--- config.mk ---
export PLATFORM = sky130hd
export DESIGN_NAME = cmbsc_master
export DESIGN_NICKNAME = d
export VERILOG_FILES = /design/src/core/cmbsc_master.v /design/src/core/cmbsc_sync2.v
export VERILOG_INCLUDE_DIRS = /design/src /design/src/inc
export SDC_FILE = /design/constraint.sdc
export NUM_CORES = 1
export LEC_CHECK = 0
export BUFFER_PORTS_ARGS = -buffer_cell sky130_fd_sc_hd__buf_2
export CAP_MARGIN = 40
export CORE_MARGIN = 10
export CORE_UTILIZATION = 53
export DETAILED_ROUTE_END_ITERATION = 10
export PLACE_DENSITY = 0.91
export SKIP_LAST_GASP = 1
export SYNTH_ARGS = -nofsm -noshare
export SYNTH_HDL_FRONTEND = slang
export SYNTH_SLANG_ARGS = --single-unit
--- constraint.sdc ---
create_clock -name clk_sys -period 3.3 [get_ports clk_sys]
set_input_delay 0.33 -clock clk_sys [delete_from_list [all_inputs] [get_ports clk_sys]]
set_output_delay 0.33 -clock clk_sys [all_outputs]
set_load 0.01 [all_outputs]
--- src/inc/cmbsc_consts.vh ---
// constants for the core memory bus master controller
// assumes a 25 MHz system clock; included by bare name
`ifndef CMBSC_CONSTS_VH
`define CMBSC_CONSTS_VH

// ----------------------------------------------------------------
// transaction codes on the mode-control pair
// ----------------------------------------------------------------
`define CMBSC_MODE_READ_RESTORE 2'h0
`define CMBSC_MODE_READ_PAUSE   2'h1
`define CMBSC_MODE_WORD_WRITE   2'h2
`define CMBSC_MODE_BYTE_WRITE   2'h3

// ----------------------------------------------------------------
// field positions and widths
// ----------------------------------------------------------------
`define CMBSC_DATA_W     16
`define CMBSC_ADDR_W     18
`define CMBSC_HI_BYTE_MSB 15
`define CMBSC_HI_BYTE_LSB 8
`define CMBSC_LO_BYTE_MSB 7
`define CMBSC_LO_BYTE_LSB 0

// ----------------------------------------------------------------
// timing
// ----------------------------------------------------------------
`define CMBSC_CLK_NS          40
`define CMBSC_SETUP_NS        150
`define CMBSC_SETUP_CYC       8'h04 // 150 ns rounded up to whole clocks
`define CMBSC_INIT_NS         200
`define CMBSC_INIT_CYC        8'h05 // 200 ns in whole clocks
`define CMBSC_TIMEOUT_CYC     8'hFF
`define CMBSC_CNT_W           8

`endif

--- src/core/cmbsc_master.v ---
// bus master controller driving a core memory slave through its pins
// assumes slave_sync, power_fail_n and the data lines arrive asynchronously
//
// Summary of operation
// - mode 00: word read, memory restores, byte select ignored.
// - after read-pause the next transaction is a write to the same address.
// - mode 11, byte select 1: high byte driven on lines 15..8.
// - mode 11, byte select 0: low byte driven on lines 7..0.
// - cycle starts on power good, idle slave sync, and a legal pause state, then master sync.
`timescale 1ns/1ns
`default_nettype none

module cmbsc_master
(
    // clock and reset
    input  wire        clk_sys,
    input  wire        rst_b,
    // user request
    input  wire        reqStart,
    input  wire [1:0]  reqMode,
    input  wire [17:0] reqAddr,
    input  wire [15:0] reqWrData,
    input  wire        reqInit,
    output reg         reqBusy,
    output reg         reqDone,
    output reg         reqTimeout,
    output reg         reqRefused,
    output reg  [15:0] reqRdData,
    output reg         pauseOpen,
    // memory pins
    output reg  [17:0] busAddr,
    output reg         modeCtlHi,
    output reg         modeCtlLo,
    output reg         masterSync_n,
    output reg         busInit_n,
    input  wire        slaveSync,
    input  wire        powerFail_n,
    input  wire [15:0] dataIn,
    output reg  [15:0] dataOut,
    output reg  [15:0] dataOe
);

`include "cmbsc_consts.vh"

localparam [4:0] ST_IDLE  = 5'h01;
localparam [4:0] ST_SETUP = 5'h02;
localparam [4:0] ST_WAITS = 5'h04;
localparam [4:0] ST_RELS  = 5'h08;
localparam [4:0] ST_INIT  = 5'h10;

localparam [7:0] SETUP_CYC = `CMBSC_SETUP_CYC;
localparam [7:0] INIT_CYC  = `CMBSC_INIT_CYC;
localparam [7:0] TMO_CYC   = `CMBSC_TIMEOUT_CYC;

wire        slaveSyncS;
wire        powerOkS;
wire [15:0] dataInS;
reg  [4:0]  state_reg;
reg  [7:0]  count_reg;
reg  [17:0] pauseAddr_reg;
reg         isRead_reg;

// ----------------------------------------------------------------
// pin synchronisers
// ----------------------------------------------------------------
cmbsc_sync2 uSyncSsyn
(
    .clk_sys  (clk_sys),
    .rst_b    (rst_b),
    .pinIn    (slaveSync),
    .levelOut (slaveSyncS)
);

cmbsc_sync2 uSyncPwr
(
    .clk_sys  (clk_sys),
    .rst_b    (rst_b),
    .pinIn    (powerFail_n),
    .levelOut (powerOkS)
);

// data lines, one synchroniser per bit
genvar gi;
generate
    for (gi = 0; gi < 16; gi = gi + 1)
    begin : gData
        cmbsc_sync2 uSyncD
        (
            .clk_sys  (clk_sys),
            .rst_b    (rst_b),
            .pinIn    (dataIn[gi]),
            .levelOut (dataInS[gi])
        );
    end
endgenerate

// legal request: after a read-pause only a write to the same address
wire pauseOk = !pauseOpen ||
               ((reqMode[1] == 1'b1) && (reqAddr == pauseAddr_reg));

// ----------------------------------------------------------------
// transaction sequencer
// ----------------------------------------------------------------
always @(posedge clk_sys or negedge rst_b)
begin
    if (!rst_b)
    begin
        state_reg     <= ST_IDLE;
        count_reg     <= 8'h00;
        pauseAddr_reg <= 18'h00000;
        isRead_reg    <= 1'b0;
        reqBusy       <= 1'b0;
        reqDone       <= 1'b0;
        reqTimeout    <= 1'b0;
        reqRefused    <= 1'b0;
        reqRdData     <= 16'h0000;
        pauseOpen     <= 1'b0;
        busAddr       <= 18'h00000;
        modeCtlHi     <= 1'b0;
        modeCtlLo     <= 1'b0;
        masterSync_n  <= 1'b1;
        busInit_n     <= 1'b1;
        dataOut       <= 16'h0000;
        dataOe        <= 16'h0000;
    end
    else
    begin
        reqDone    <= 1'b0;
        reqTimeout <= 1'b0;
        reqRefused <= 1'b0;
        case (state_reg)
            ST_IDLE:
            begin
                if (reqInit)
                begin
                    // initialise clears memory control state
                    busInit_n <= 1'b0;
                    pauseOpen <= 1'b0;
                    count_reg <= INIT_CYC;
                    reqBusy   <= 1'b1;
                    state_reg <= ST_INIT;
                end
                else if (reqStart)
                begin
                    // refuse while power fails, slave still busy, or pause broken
                    if (!powerOkS || slaveSyncS || !pauseOk)
                        reqRefused <= 1'b1;
                    else
                    begin
                        busAddr    <= reqAddr;
                        modeCtlHi  <= reqMode[1];
                        modeCtlLo  <= reqMode[0];
                        isRead_reg <= !reqMode[1];
                        case (reqMode)
                            `CMBSC_MODE_WORD_WRITE:
                            begin
                                dataOut <= reqWrData;
                                dataOe  <= 16'hFFFF;
                            end
                            `CMBSC_MODE_BYTE_WRITE:
                            begin
                                dataOut <= reqWrData;
                                if (reqAddr[0])
                                    dataOe <= 16'hFF00;
                                else
                                    dataOe <= 16'h00FF;
                            end
                            default:
                                dataOe <= 16'h0000;
                        endcase
                        if (reqMode == `CMBSC_MODE_READ_PAUSE)
                        begin
                            pauseOpen     <= 1'b1;
                            pauseAddr_reg <= reqAddr;
                        end
                        else
                            pauseOpen <= 1'b0;
                        count_reg <= SETUP_CYC;
                        reqBusy   <= 1'b1;
                        state_reg <= ST_SETUP;
                    end
                end
            end
            ST_SETUP:
            begin
                // address and mode settle before master sync
                if (count_reg == 8'h00)
                begin
                    masterSync_n <= 1'b0;
                    count_reg    <= TMO_CYC;
                    state_reg    <= ST_WAITS;
                end
                else
                    count_reg <= count_reg - 8'h01;
            end
            ST_WAITS:
            begin
                // wait for slave sync, then capture read data
                if (slaveSyncS)
                begin
                    if (isRead_reg)
                        reqRdData <= dataInS;
                    masterSync_n <= 1'b1;
                    count_reg    <= TMO_CYC;
                    state_reg    <= ST_RELS;
                end
                else if (count_reg == 8'h00)
                begin
                    masterSync_n <= 1'b1;
                    reqTimeout   <= 1'b1;
                    pauseOpen    <= 1'b0;
                    dataOe       <= 16'h0000;
                    reqBusy      <= 1'b0;
                    state_reg    <= ST_IDLE;
                end
                else
                    count_reg <= count_reg - 8'h01;
            end
            ST_RELS:
            begin
                // slave drops its sync after master releases
                if (!slaveSyncS || count_reg == 8'h00)
                begin
                    dataOe     <= 16'h0000;
                    reqDone    <= slaveSyncS ? 1'b0 : 1'b1;
                    reqTimeout <= slaveSyncS ? 1'b1 : 1'b0;
                    reqBusy    <= 1'b0;
                    state_reg  <= ST_IDLE;
                end
                else
                    count_reg <= count_reg - 8'h01;
            end
            ST_INIT:
            begin
                if (count_reg == 8'h00)
                begin
                    busInit_n <= 1'b1;
                    reqBusy   <= 1'b0;
                    reqDone   <= 1'b1;
                    state_reg <= ST_IDLE;
                end
                else
                    count_reg <= count_reg - 8'h01;
            end
            default:
            begin
                state_reg <= ST_IDLE;
            end
        endcase
    end
end

endmodule

`default_nettype wire

--- src/core/cmbsc_sync2.v ---
// two-flop synchroniser for one pin level
// assumes the pin is asynchronous to clk_sys
`timescale 1ns/1ns
`default_nettype none

module cmbsc_sync2
(
    // clock and reset
    input  wire clk_sys,
    input  wire rst_b,
    // level
    input  wire pinIn,
    output wire levelOut
);

reg stage1_reg;
reg stage2_reg;

// ----------------------------------------------------------------
// double flop, first stage read only by the second
// ----------------------------------------------------------------
always @(posedge clk_sys or negedge rst_b)
begin
    if (!rst_b)
    begin
        stage1_reg <= 1'b0;
        stage2_reg <= 1'b0;
    end
    else
    begin
        stage1_reg <= pinIn;
        stage2_reg <= stage1_reg;
    end
end

assign levelOut = stage2_reg;

endmodule

`default_nettype wire

---- After elaboration in Yosys (flattened, before gate mapping) ----
Cells that the tools add are included.
Widths: inputs -> output; s select.
word-level totals
  logic and storage cells ................. 163
  register bits after elaboration ......... 143
  output and inout port bits .............. 75
operators by class
  mux-type cells .......................... 56
  equality and inequality tests ........... 22
  reductions and logical operators ........ 29
  bitwise gates (word level) .............. 2
  add/sub/neg operators ................... 1
operator list
  operator             count
  $mux 16              7
  $mux 8               7
  $pmux 16 s3          1
  $pmux 8 s5           1
  $mux 5               7
  $pmux 16 s2          1
  $mux 1               25
  $pmux 5 s5           1
  $ne 2x2->1 const B   10
  $reduce_and 5->1     4
  $eq 18x18->1         1
  $reduce_and 4->1     3
  $pmux 1 s2           5
  $reduce_and 3->1     3
  $logic_not 8->1      1
  $sub 8x1->8 const B  1
  $reduce_and 7->1     1
  $ne 3x3->1 const B   2
  $reduce_bool 2->1    3
  $eq 5x1->1 const B   1
  $eq 5x2->1 const B   1
  $eq 5x3->1 const B   1
  $eq 5x4->1 const B   1
  $eq 5x5->1 const B   1
  other kinds (12)     21

---- Logic depth before layout (Yosys ltp) ----
Gate-level depths: netlist (run 1).
  depth after elaboration ................. 9
  depth in mapped cells ................... 12
  depth with buffers taken out ............ 10

---- Cells and area by module ----
Synthesis (run 1) repeated with hierarchy kept, for this count alone.
unflattened totals
  cell total of the unflattened synthesis .. 405
  area total of the unflattened synthesis .. 5348.9 um^2
modules (own cells, without submodules)
  module        area each (um^2)  times used  cells each
  cmbsc_master  4448.0            1           369
  cmbsc_sync2   50.0              18          2

---- Worst setup path before layout (run 1) ----
OpenSTA, ideal clock, no wires.
  kind .................................... register to register
  from .................................... reg count_reg[5]
  to ...................................... reg count_reg[0]
  path buffers ............................ 2
  required time ........................... 3175 ps
  cell stages (with the launch flop) ...... 12
  arrival time ............................ 2201 ps
  setup slack ............................. 975 ps
  library setup time ...................... 125 ps
  period minus slack after synthesis ...... 2325 ps
  cells stage by stage .................... dfrtp_1 -> nor4_4 -> and4b_1 -> buf_6 -> inv_4 -> buf_6 -> ha_1 -> a31oi_1 -> o32ai_1 -> a21oi_1 -> o21ai_0 -> mux2_2
on the way
  cells in the longest elaborated chain, start to end .. 4
RTL lines
  element                                                RTL line            text
  from (decl)                                            cmbsc_master.v:59   reg [7:0] count_reg;
  from (signal assigned)                                 cmbsc_master.v:194  count_reg <= count_reg - 8'h01;
  from (signal assigned)                                 cmbsc_master.v:217  count_reg <= count_reg - 8'h01;
  from (signal assigned)                                 cmbsc_master.v:231  count_reg <= count_reg - 8'h01;
  $logic_not 8->1 *                                      n/a
  $mux 8 / $logic_or 1x1->1 (equally long branches)      n/a
  $mux 8 / $ne 2x2->1 (equally long branches)            n/a
  $pmux 8 s5 / $reduce_and 4->1 (equally long branches)  n/a
Mark *: on every way between the ends. The rest lies on a longest branch, timed or not.
A chain may end at the register's enable or synchronous reset.

---- Worst setup path after layout (run 1) ----
  from .................................... reg pauseAddr_reg[11]
  to ...................................... reg dataOut[9]
on the way
  cells in the longest elaborated chain, start to end .. 7
RTL lines
  element                            RTL line            text
  from (decl)                        cmbsc_master.v:60   reg [17:0] pauseAddr_reg;
  from (signal assigned)             cmbsc_master.v:174  pauseAddr_reg <= reqAddr;
  $eq 18x18->1                       cmbsc_master.v:99   ((reqMode[1] == 1'b1) && (reqAddr == pauseAddr_reg));
  $logic_and 1x1->1                  cmbsc_master.v:99
  $logic_or 1x1->1                   cmbsc_master.v:98   wire pauseOk = !pauseOpen ||
  $logic_not 1->1                    cmbsc_master.v:146  if (!powerOkS || slaveSyncS || !pauseOk)
  $logic_or 1x1->1                   cmbsc_master.v:146
  $not 1->1 (no source line)         n/a
  $reduce_and 5->1 (no source line)  n/a
  to (signal assigned)               cmbsc_master.v:157  dataOut <= reqWrData;
  to (signal assigned)               cmbsc_master.v:162  dataOut <= reqWrData;
  to (decl)                          cmbsc_master.v:39   output reg [15:0] dataOut,
No other way between the ends.

==> results of run 1 <==
worst reg2reg max path, delay by kind of cell (launching register included):
| kind | cells | cell delay, ps |
|---|---|---|
| XOR/XNOR | 1 | 210 |
| AND/OR/NAND/NOR | 4 | 1280 |
| AO/OA/AOI/OAI | 1 | 210 |
| flip-flops | 1 | 390 |
| multiplexers | 1 | 520 |
Yosys cell counts, types with 2 or more instances:
cell type,n
nand3_1,5
xnor2_1,19
nor2_1,23
mux2_2,54
buf_2,9
xor2_1,2
nor2_2,2
nor2b_1,5
or2_2,3
nor3b_1,2
dfrtp_1,126
ha_1,3
a31oi_1,5
dfstp_2,3
clkbuf_1,4
o22ai_1,3
nand4_1,5
mux2_1,16
o21ai_0,26
buf_4,14
nand2_1,16
inv_1,10
buf_6,5
a21oi_1,15
nor3_1,8
nand2b_1,3
nand3b_1,2
cell type report:
type | count | area, µm² | area share
timing repair buffer | 154 | 896 | 0.133
multi-input combinational | 238 | 1840 | 0.272
clock buffer | 17 | 414 | 0.0614
antenna | 1 | 2.50 | 0.000371
tap | 133 | 166 | 0.0247
sequential | 129 | 3230 | 0.479
clock inverter | 15 | 154 | 0.0228
inverter | 11 | 43.8 | 0.00649
per-stage QoR:
step | total power [µW] | instances
floorplan | 3520 | 410
global placement | 3910 | 644
detailed placement | 4040 | 645
CTS | 5880 | 696
global route | 6220 | 698
finish | 5920 | 698
cell families after synthesis:
| kind of cell | after synthesis | share of synthesized area |
|---|---|---|
| compound gates | 58 | 0.0615 |
| flops | 129 | 0.606 |
| fa+ha+maj | 3 | 0.00704 |
| simple gates | 85 | 0.0906 |
| buf+inv | 43 | 0.0497 |
| xor+xnor | 21 | 0.0345 |
| mux | 71 | 0.151 |
per-layer routing:
metal | up-vias | global-route usage
met2 | 203 | 0.344
met5 | - | 0
li1 | 1694 | -
met3 | 47 | 0.0693
met4 | 0 | 0.0845
met1 | 1896 | 0.212
report_power, final:
| part | internal, µW | switching (µW) |
|---|---|---|
| logic | 795 | 987 |
| registers | 2000 | 342 |
| clock network | 977 | 817 |
| total | 3770 | 2150 |
how the worst max path moves through the flow:
stage,from,to,slack [ps],cells past startpoint
after global routing,pauseAddr_reg[11],dataOut[9],420,7
final,pauseAddr_reg[11],dataOut[9],570,7
after floorplan,count_reg[5],count_reg[0],970,11
after detailed placement,count_reg[5],count_reg[0],730,5
after global placement,reqAddr[11],busAddr[17],810,7
after CTS,pauseAddr_reg[11],dataOut[14],600,7
==> impl_metrics.csv, run 1 <==
group,metric,value,unit
sta,slew_violations,0,
pwr,irDropWorstVdd,0.550,mV
sta,fin_worst_skew,13.5,ps
sta,setup_viol,0,
cts,numCtsBuffers,17,
pwr,p_leak,0.00336,µW
drt,top_layer,"met4",
min_path,hold_end,"dataOut[8]",
synth,synth_seq_cells,129,
drt,wl_met1,4970,µm
drt,vias,3840,
finish,fillCellCount,634,
drt,vias_per_cell,5.50,
finish,drive_gt1_frac,0.422,
setup_path,path_class,"flip-flop to flip-flop",
sta,whs,29.2,ps
die,die-area,14500,µm²
synth,synth_edf_count,0,
die,dieHeight,120,µm
synth,synthFlopType,"dfrtp_1",
flow_run,maxCapViolCount,0,
setup_path,crit_chain,"xnor2_1, nand4_1, nor3_1, a21boi_1, nor2b_1, nand4_2, mux2_2",
min_path,hp-class,"input port to flip-flop",
min_path,hold_depth,2,
grt,grt_pass1_vias,4171,
cts,post_cts_resize_count,0,
sta,slew_headroom,0.439,
finish,layout_common_cells,"buf_2, dfrtp_1, mux2_2",
placement,pre_cts_ws,732,ps
sta,tightest_slew,842,ps
pwr,pwr_density_cell,878,nW/µm²
setup_path,worstReg2RegStart,"pauseAddr_reg[11]",
outcome,status,"complete, no violations",
die,io_pins,133,
grt,grt-ovfl-total,0,
cts,ctsHtreeMaxLevel,4,
drt,drt-pass1-iter-count,5,
synth,synth-seq-area-share,0.606,
setup_path,regToRegEndpoint,"dataOut[9]",
grt,antenna_found_initial,1,
synth,synthCells,410,
sta,post-route-period-util,0.827,
cts,cts.path.max_buffers,2,
cts,cts_root_buf,"clkbuf_8",
drt,initialDrtViolationCount,193,
cts,post-cts-setup-buffers,0,
drt,routedWlPerCell,20.0,µm
synth,synth_fp_nets,471,
cts,cts_tree,"built",
synth,postSynthAreaPerCell,13.0,µm²
setup_path,max_stage_delay,570,ps
finish,nets,612,
sta,timing.final.crit_period,2730,ps
die,die_w,120,µm
grt,grt_max_degree,70,
setup_path,slowest_stage,"nand4_2",
synth,yosysWarnings,0,
drt,met2_length,7400,µm
synth,ys_async_sr_fraction,1.00,
cts,path_clk_slew,70,ps
drt,ant_nets,0,
placement,io_buffer_count,132,
drt,drc,0,
synth,synthDominantCellAreaShare,0.591,
placement,dp_hpwl,9040,µm
finish,utilization,0.690,
synth,synth_top_cell_by_area,"dfrtp_1",
die,start_util,0.546,
finish,finalInstanceArea,6740,µm²
setup_path,worstPathMaxFanout,17,
sta,fmax,367,MHz
drt,wl_met3,1100,µm
placement,gp_congestion,0.925,
grt,grt_pass1_wl,22500,µm
setup_path,ff2ff_path_depth,7,
synth,netlist_area,5330,µm²
setup_path,cp.arrival,3130,ps
setup_path,path_buf_inv,0,
setup_path,rrSetupSlack,570,ps
placement,dpl_cell_area,5980,µm²
synth,synthDistinctLibCells,49,
cts,numClockSinks,129,
min_path,hp-start,"reqWrData[8]",
sta,hold_viol_final,0,
cts,clock_latency,530,ps
grt,grt_usage,0.197,
setup_path,worstSetupStartpointType,"flip-flop",
setup_path,cp_top_family,"simple AND/OR/NAND/NOR gates",
finish,final_common_cell,"buf_2",
sta,rsz0062_at_grt,"no",
sta,final.setup.tns,0,ps
sta,fin_ws,572,ps
die,rows,36,
die,core,9770,µm²
setup_path,cp-end-kind,"flip-flop",
cts,postCtsHoldBufs,19,
drt,wl,13900,µm
finish,area_growth,26.5,%
synth,synth_area_leaders,"dfrtp_1, mux2_2, mux2_1",
setup_path,crit_required,3700,ps
Note: power is estimated with default switching activity, not from simulation.
==> run 2, diff against run 1 <==
clock period = 2.8 ns   (was 3.3 ns; I/O delays follow)
==> run 2 against run 1 <==
  * Register-to-register slack got worse by 390 ps
  * Clock power rose by 23%
  * Maximum frequency increased by 4.2%
  * Non-clock buffer count increased by 20
  * Count of clock-buffer cells in the layout rose by 2
  * Utilization rose by 2.3 points
  * Wire length rose by 8.2%
  * Sequential share of layout area down 1.6 points
  * Cell count up 2.7%
  * Global-route usage up 1.8 points
  * Clock skew about the same
  * Combinational power up 21%
  * Critical path type unchanged
  * Critical endpoint is now pauseAddr_reg[3]
  * Largest cell class unchanged
==> impl_metrics.csv, run 2 (synthesis gave the netlist of run 1 again) <==
group,metric,value,unit
sta,rsz0062_at_grt,"no",
setup_path,worstPathMaxFanout,20,
die,die-area,14500,µm²
pwr,irDropWorstVdd,0.716,mV
setup_path,cp-end-kind,"flip-flop",
grt,grt_pass1_wl,24100,µm
finish,drive_gt1_frac,0.416,
grt,use_met1,0.220,
grt,grt_pass1_vias,4361,
finish,utilization,0.713,
sta,timing.final.crit_period,2620,ps
setup_path,cp.arrival,3030,ps
drt,initialDrtViolationCount,374,
sta,fin_worst_skew,13.2,ps
finish,area_growth,30.7,%
sta,tightest_slew,965,ps
placement,gp_congestion,0.945,
cts,numCtsBuffers,17,
setup_path,max_stage_delay,770,ps
finish,finalNonFillerCells,717,
cts,clock_latency,540,ps
flow_run,maxCapViolCount,0,
die,rows,36,
setup_path,critPathLaunch,"state_reg[0]",
drt,ant_nets,0,
die,core,9770,µm²
cts,cts.path.max_buffers,2,
sta,post-route-period-util,0.935,
drt,routedWlPerCell,21.0,µm
drt,vias,3900,
setup_path,worstSetupStartpointType,"flip-flop",
grt,use_met2,0.389,
finish,antenna_cells,0,
min_path,hp-class,"input port to flip-flop",
setup_path,path_buf_inv,0,
die,start_util,0.546,
setup_path,crit_cells,5,
die,io_pins,133,
grt,grt_usage,0.215,
setup_path,crit_required,3210,ps
setup_path,crit_end,"pauseAddr_reg[3]",
drt,vias_per_cell,5.44,
setup_path,regToRegEndpoint,"pauseAddr_reg[3]",
cts,post-cts-setup-buffers,0,
sta,whs,2.95,ps
cts,cts_tree,"built",
setup_path,ff2ff_path_depth,5,
grt,grt_max_degree,55,
placement,io_buffer_count,132,
sta,final.setup.tns,0,ps
setup_path,path_class,"flip-flop to flip-flop",
sta,fmax,382,MHz
setup_path,worstReg2RegStart,"state_reg[0]",
grt,grt-busiest-layer,"met2",
finish,layout_common_cells,"buf_2, dfrtp_1, mux2_2",
drt,wl,15100,µm
grt,grt-ovfl-total,0,
cts,numClockSinks,129,
setup_path,rrSetupSlack,180,ps
cts,ctsHtreeMaxLevel,4,
sta,fin_ws,181,ps
placement,pre_cts_ws,235,ps
setup_path,slowest_stage,"or3_1",
sta,slew_violations,0,
sta,hold_viol_final,0,
finish,nets,632,
cts,path_clk_slew,60,ps
placement,dp_hpwl,8990,µm
drt,drc,0,
sta,slew_headroom,0.357,
drt,drt-pass1-iter-count,5,
die,dieHeight,120,µm
grt,antenna_found_initial,0,
cts,cts_root_buf,"clkbuf_8",
placement,dp_cells,650,
die,die_w,120,µm
pwr,p_leak,0.00345,µW
setup_path,cp_top_family,"simple AND/OR/NAND/NOR gates",
finish,final_common_cell,"buf_2",
outcome,status,"complete, no violations",
grt,use_met3,0.0679,
pwr,pwr_density_cell,1020,nW/µm²
sta,setup_viol,0,
setup_path,crit_chain,"nand3_1, nor2_2, nand2_1, or3_1, mux2_1",
## run 2: changes by cell type in the layout (fill, tap and decap cells not counted), sizes merged, moves of 2 or more
cell,previous run,this run
buf,134,139
dlygate4sd3,19,35
bufinv,0,2
inv,24,15
clkinvlp,0,2
clkinv,2,5
## run 2: routing by layer
layer,wire [µm],vias to the layer above
met5,0,-
met4,555,0
met3,1140,42
met2,8200,196
met1,5190,1916
li1,-,1746
## run 2: repair_timing
action	in CTS	in global routing
hold buffers	35	0
endpoints found under the setup margin	0	18
resized for setup	0	2
endpoints found under the hold margin	76	0
## run 2: worst min-delay path by stage
stage | startpoint | to | depth (start not counted)
after floorplan | rst_b | busAddr[0] | 0
after global placement | rst_b | busAddr[1] | 1
after detailed placement | rst_b | busAddr[2] | 1
after CTS | reqAddr[6] | busAddr[6] | 2
after global routing | reqWrData[2] | dataOut[2] | 2
final | reqWrData[2] | dataOut[2] | 2
## run 2: through the flow
| stage | cell area, µm² | power [µW] |
|---|---|---|
| after CTS | 6960 | 7000 |
| after detailed placement | 6020 | 4770 |
| after global placement | 6020 | 4650 |
| after global routing | 6970 | 7470 |
| final | 6970 | 7120 |
| after floorplan | 5330 | 4150 |
## run 2: power breakdown
group          total, µW  switching [µW]  internal (µW)
sequential          2750             395           2360
clock               2210             880           1330
combinational       2160            1200            964
## run 2: layout make-up
| class | count | area (µm²) |
|---|---|---|
| Sequential cell | 129 | 3230 |
| Fill cell | 580 | 2800 |
| Multi-Input combinational cell | 238 | 1850 |
| Timing Repair Buffer | 174 | 1090 |
| Clock buffer | 19 | 442 |
| Tap cell | 133 | 166 |
| Clock inverter | 13 | 150 |
| Inverter | 11 | 43.8 |
==> run 3, diff against run 2 <==
CELL_PAD_IN_SITES_DETAIL_PLACEMENT = 0   (was unset)
CELL_PAD_IN_SITES_GLOBAL_PLACEMENT = 2   (was unset)
CORE_UTILIZATION = 35   (was 53)
PLACE_DENSITY = 0.9   (was 0.91)
==> run 3 against run 2 <==
  * Via count fell by 8.1%
  * Utilization down 26 points
  * Design area is 1.1% lower
  * Highest routed layer unchanged
  * Clock skew fell by 6.2 ps
  * Wire length is 19% lower
  * Combinational power decreased by 5%
  * Flip-flop and latch count unchanged
  * Largest power group unchanged
==> impl_metrics.csv, run 3 (synthesis gave the netlist of run 1 again) <==
group,metric,value,unit
outcome,status,"complete, no violations",
setup_path,crit_required,3090,ps
die,io_pins,133,
cts,numCtsBuffers,17,
sta,final.setup.tns,0,ps
die,die_w,143,µm
drt,routedWlPerCell,16.0,µm
setup_path,crit_chain,"nor4_4, and4b_1, inv_4, ha_1, a31oi_1, o32ai_1, a21oi_1, o21ai_0, mux2_2",
finish,utilization,0.457,
die,rows,45,
die,core,15100,µm²
die,die-area,20600,µm²
grt,grt_max_degree,64,
cts,post_cts_resize_count,0,
placement,gp_congestion,0.814,
drt,drt-pass1-iter-count,5,
min_path,hp-class,"input port to flip-flop",
grt,grt_pass1_vias,3971,
setup_path,max_stage_delay,430,ps
setup_path,cp-end-kind,"flip-flop",
setup_path,cp.arrival,2770,ps
cts,numClockSinks,129,
finish,final_common_cell,"buf_2",
grt,grt_pass1_wl,20300,µm
cts,clock_latency,410,ps
placement,dp_cells,709,
sta,setup_viol,0,
cts,ctsHtreeMaxLevel,4,
pwr,p_leak,0.00339,µW
cts,cts_tree,"built",
setup_path,worstSetupStartpointType,"flip-flop",
drt,vias,3586,
finish,nets,620,
placement,dp_hpwl,8800,µm
sta,slew_headroom,0.463,
pwr,irDropWorstVdd,0.558,mV
finish,finalNonFillerCells,760,
pwr,pwr_density_cell,1010,nW/µm²
flow_run,maxCapViolCount,0,
finish,antenna_cells,0,
cts,cts_root_buf,"clkbuf_16",
placement,pre_cts_ws,340,ps
sta,timing.final.crit_period,2470,ps
sta,fmax,405,MHz
drt,wl,12200,µm
drt,vias_per_cell,4.72,
sta,tightest_slew,806,ps
sta,fin_worst_skew,6.97,ps
setup_path,slowest_stage,"dfrtp_1",
die,start_util,0.353,
finish,area_growth,29.2,%
drt,ant_nets,0,
sta,post-route-period-util,0.883,
grt,grt-ovfl-total,0,
placement,io_buffer_count,132,
grt,grt_usage,0.125,
sta,slew_violations,0,
setup_path,path_class,"flip-flop to flip-flop",
drt,initialDrtViolationCount,199,
cts,cts.path.max_buffers,2,
finish,layout_common_cells,"buf_2, dfrtp_1, mux2_2",
setup_path,worstPathMaxFanout,12,
grt,antenna_found_initial,0,
sta,rsz0062_at_grt,"no",
sta,hold_viol_final,0,
finish,drive_gt1_frac,0.430,
cts,path_clk_slew,60,ps
sta,fin_ws,328,ps
drt,drc,0,
die,dieHeight,143,µm
## run 3: cell types whose count changed in the layout (fill, tap and decap cells not counted), sizes merged
| cell | change |
|---|---|
| clkbuf | -1 |
| buf | +4 |
| clkinv | -3 |
| dlygate4sd3 | -16 |
| clkinvlp | +4 |
## run 3: power by group
group	total, µW	switching, µW	internal, µW
registers	2700	337	2360
logic	2060	1090	967
clock network	2180	839	1340
## run 3: critical path: cells and delay by family (launching register included)
| kind | cells | cell delay, ps |
|---|---|---|
| buffers and inverters | 1 | 110 |
| AND/OR/NAND/NOR | 2 | 710 |
| multiplexers | 1 | 280 |
| AO/OA/AOI/OAI | 4 | 530 |
| adder cells (fa/ha/maj) | 1 | 300 |
| flip-flops | 1 | 430 |
## run 3: what timing repair did
item,4_1_cts,5_1_grt
hold buffers,19,0
hold endpoints to repair,55,0
setup buffers,0,0
## run 3: cell type report
cell class | count | area [µm²]
Clock inverter | 14 | 156
Timing Repair Buffer | 162 | 948
Sequential cell | 129 | 3230
Multi-Input combinational cell | 238 | 1840
Fill cell | 1364 | 8200
Tap cell | 188 | 235
Clock buffer | 18 | 439
Inverter | 11 | 43.8
## run 3: final timing paths
check	from	to	slack, ps	cells after the start
min reg2reg	gData[9].uSyncD.stage1_reg	gData[9].uSyncD.levelOut	340	0
min	reqWrData[1]	dataOut[1]	100	2
max reg2reg	count_reg[5]	count_reg[0]	330	9
max in group asynchronous	rst_b	gData[0].uSyncD.stage1_reg	1530	3
min in group asynchronous	rst_b	busAddr[16]	510	2
max	count_reg[5]	count_reg[0]	330	9
## run 3: per-layer routing
| metal | wire length, µm | track usage |
|---|---|---|
| met1 | 4830 | 0.135 |
| met2 | 6210 | 0.208 |
| met3 | 890 | 0.0551 |
| met4 | 227 | 0.0527 |
| met5 | 0 | 0 |
## run 3: stage by stage
stage / cell area, µm² / hold slack [ps] / total power (µW)
floorplan: 5330 / -15.6 / 4150
global placement: 6100 / 334 / 4700
detailed placement: 6100 / 335 / 4790
CTS: 6890 / 78.4 / 7040
global route: 6890 / 83.4 / 7390
finish: 6890 / 95.5 / 6940
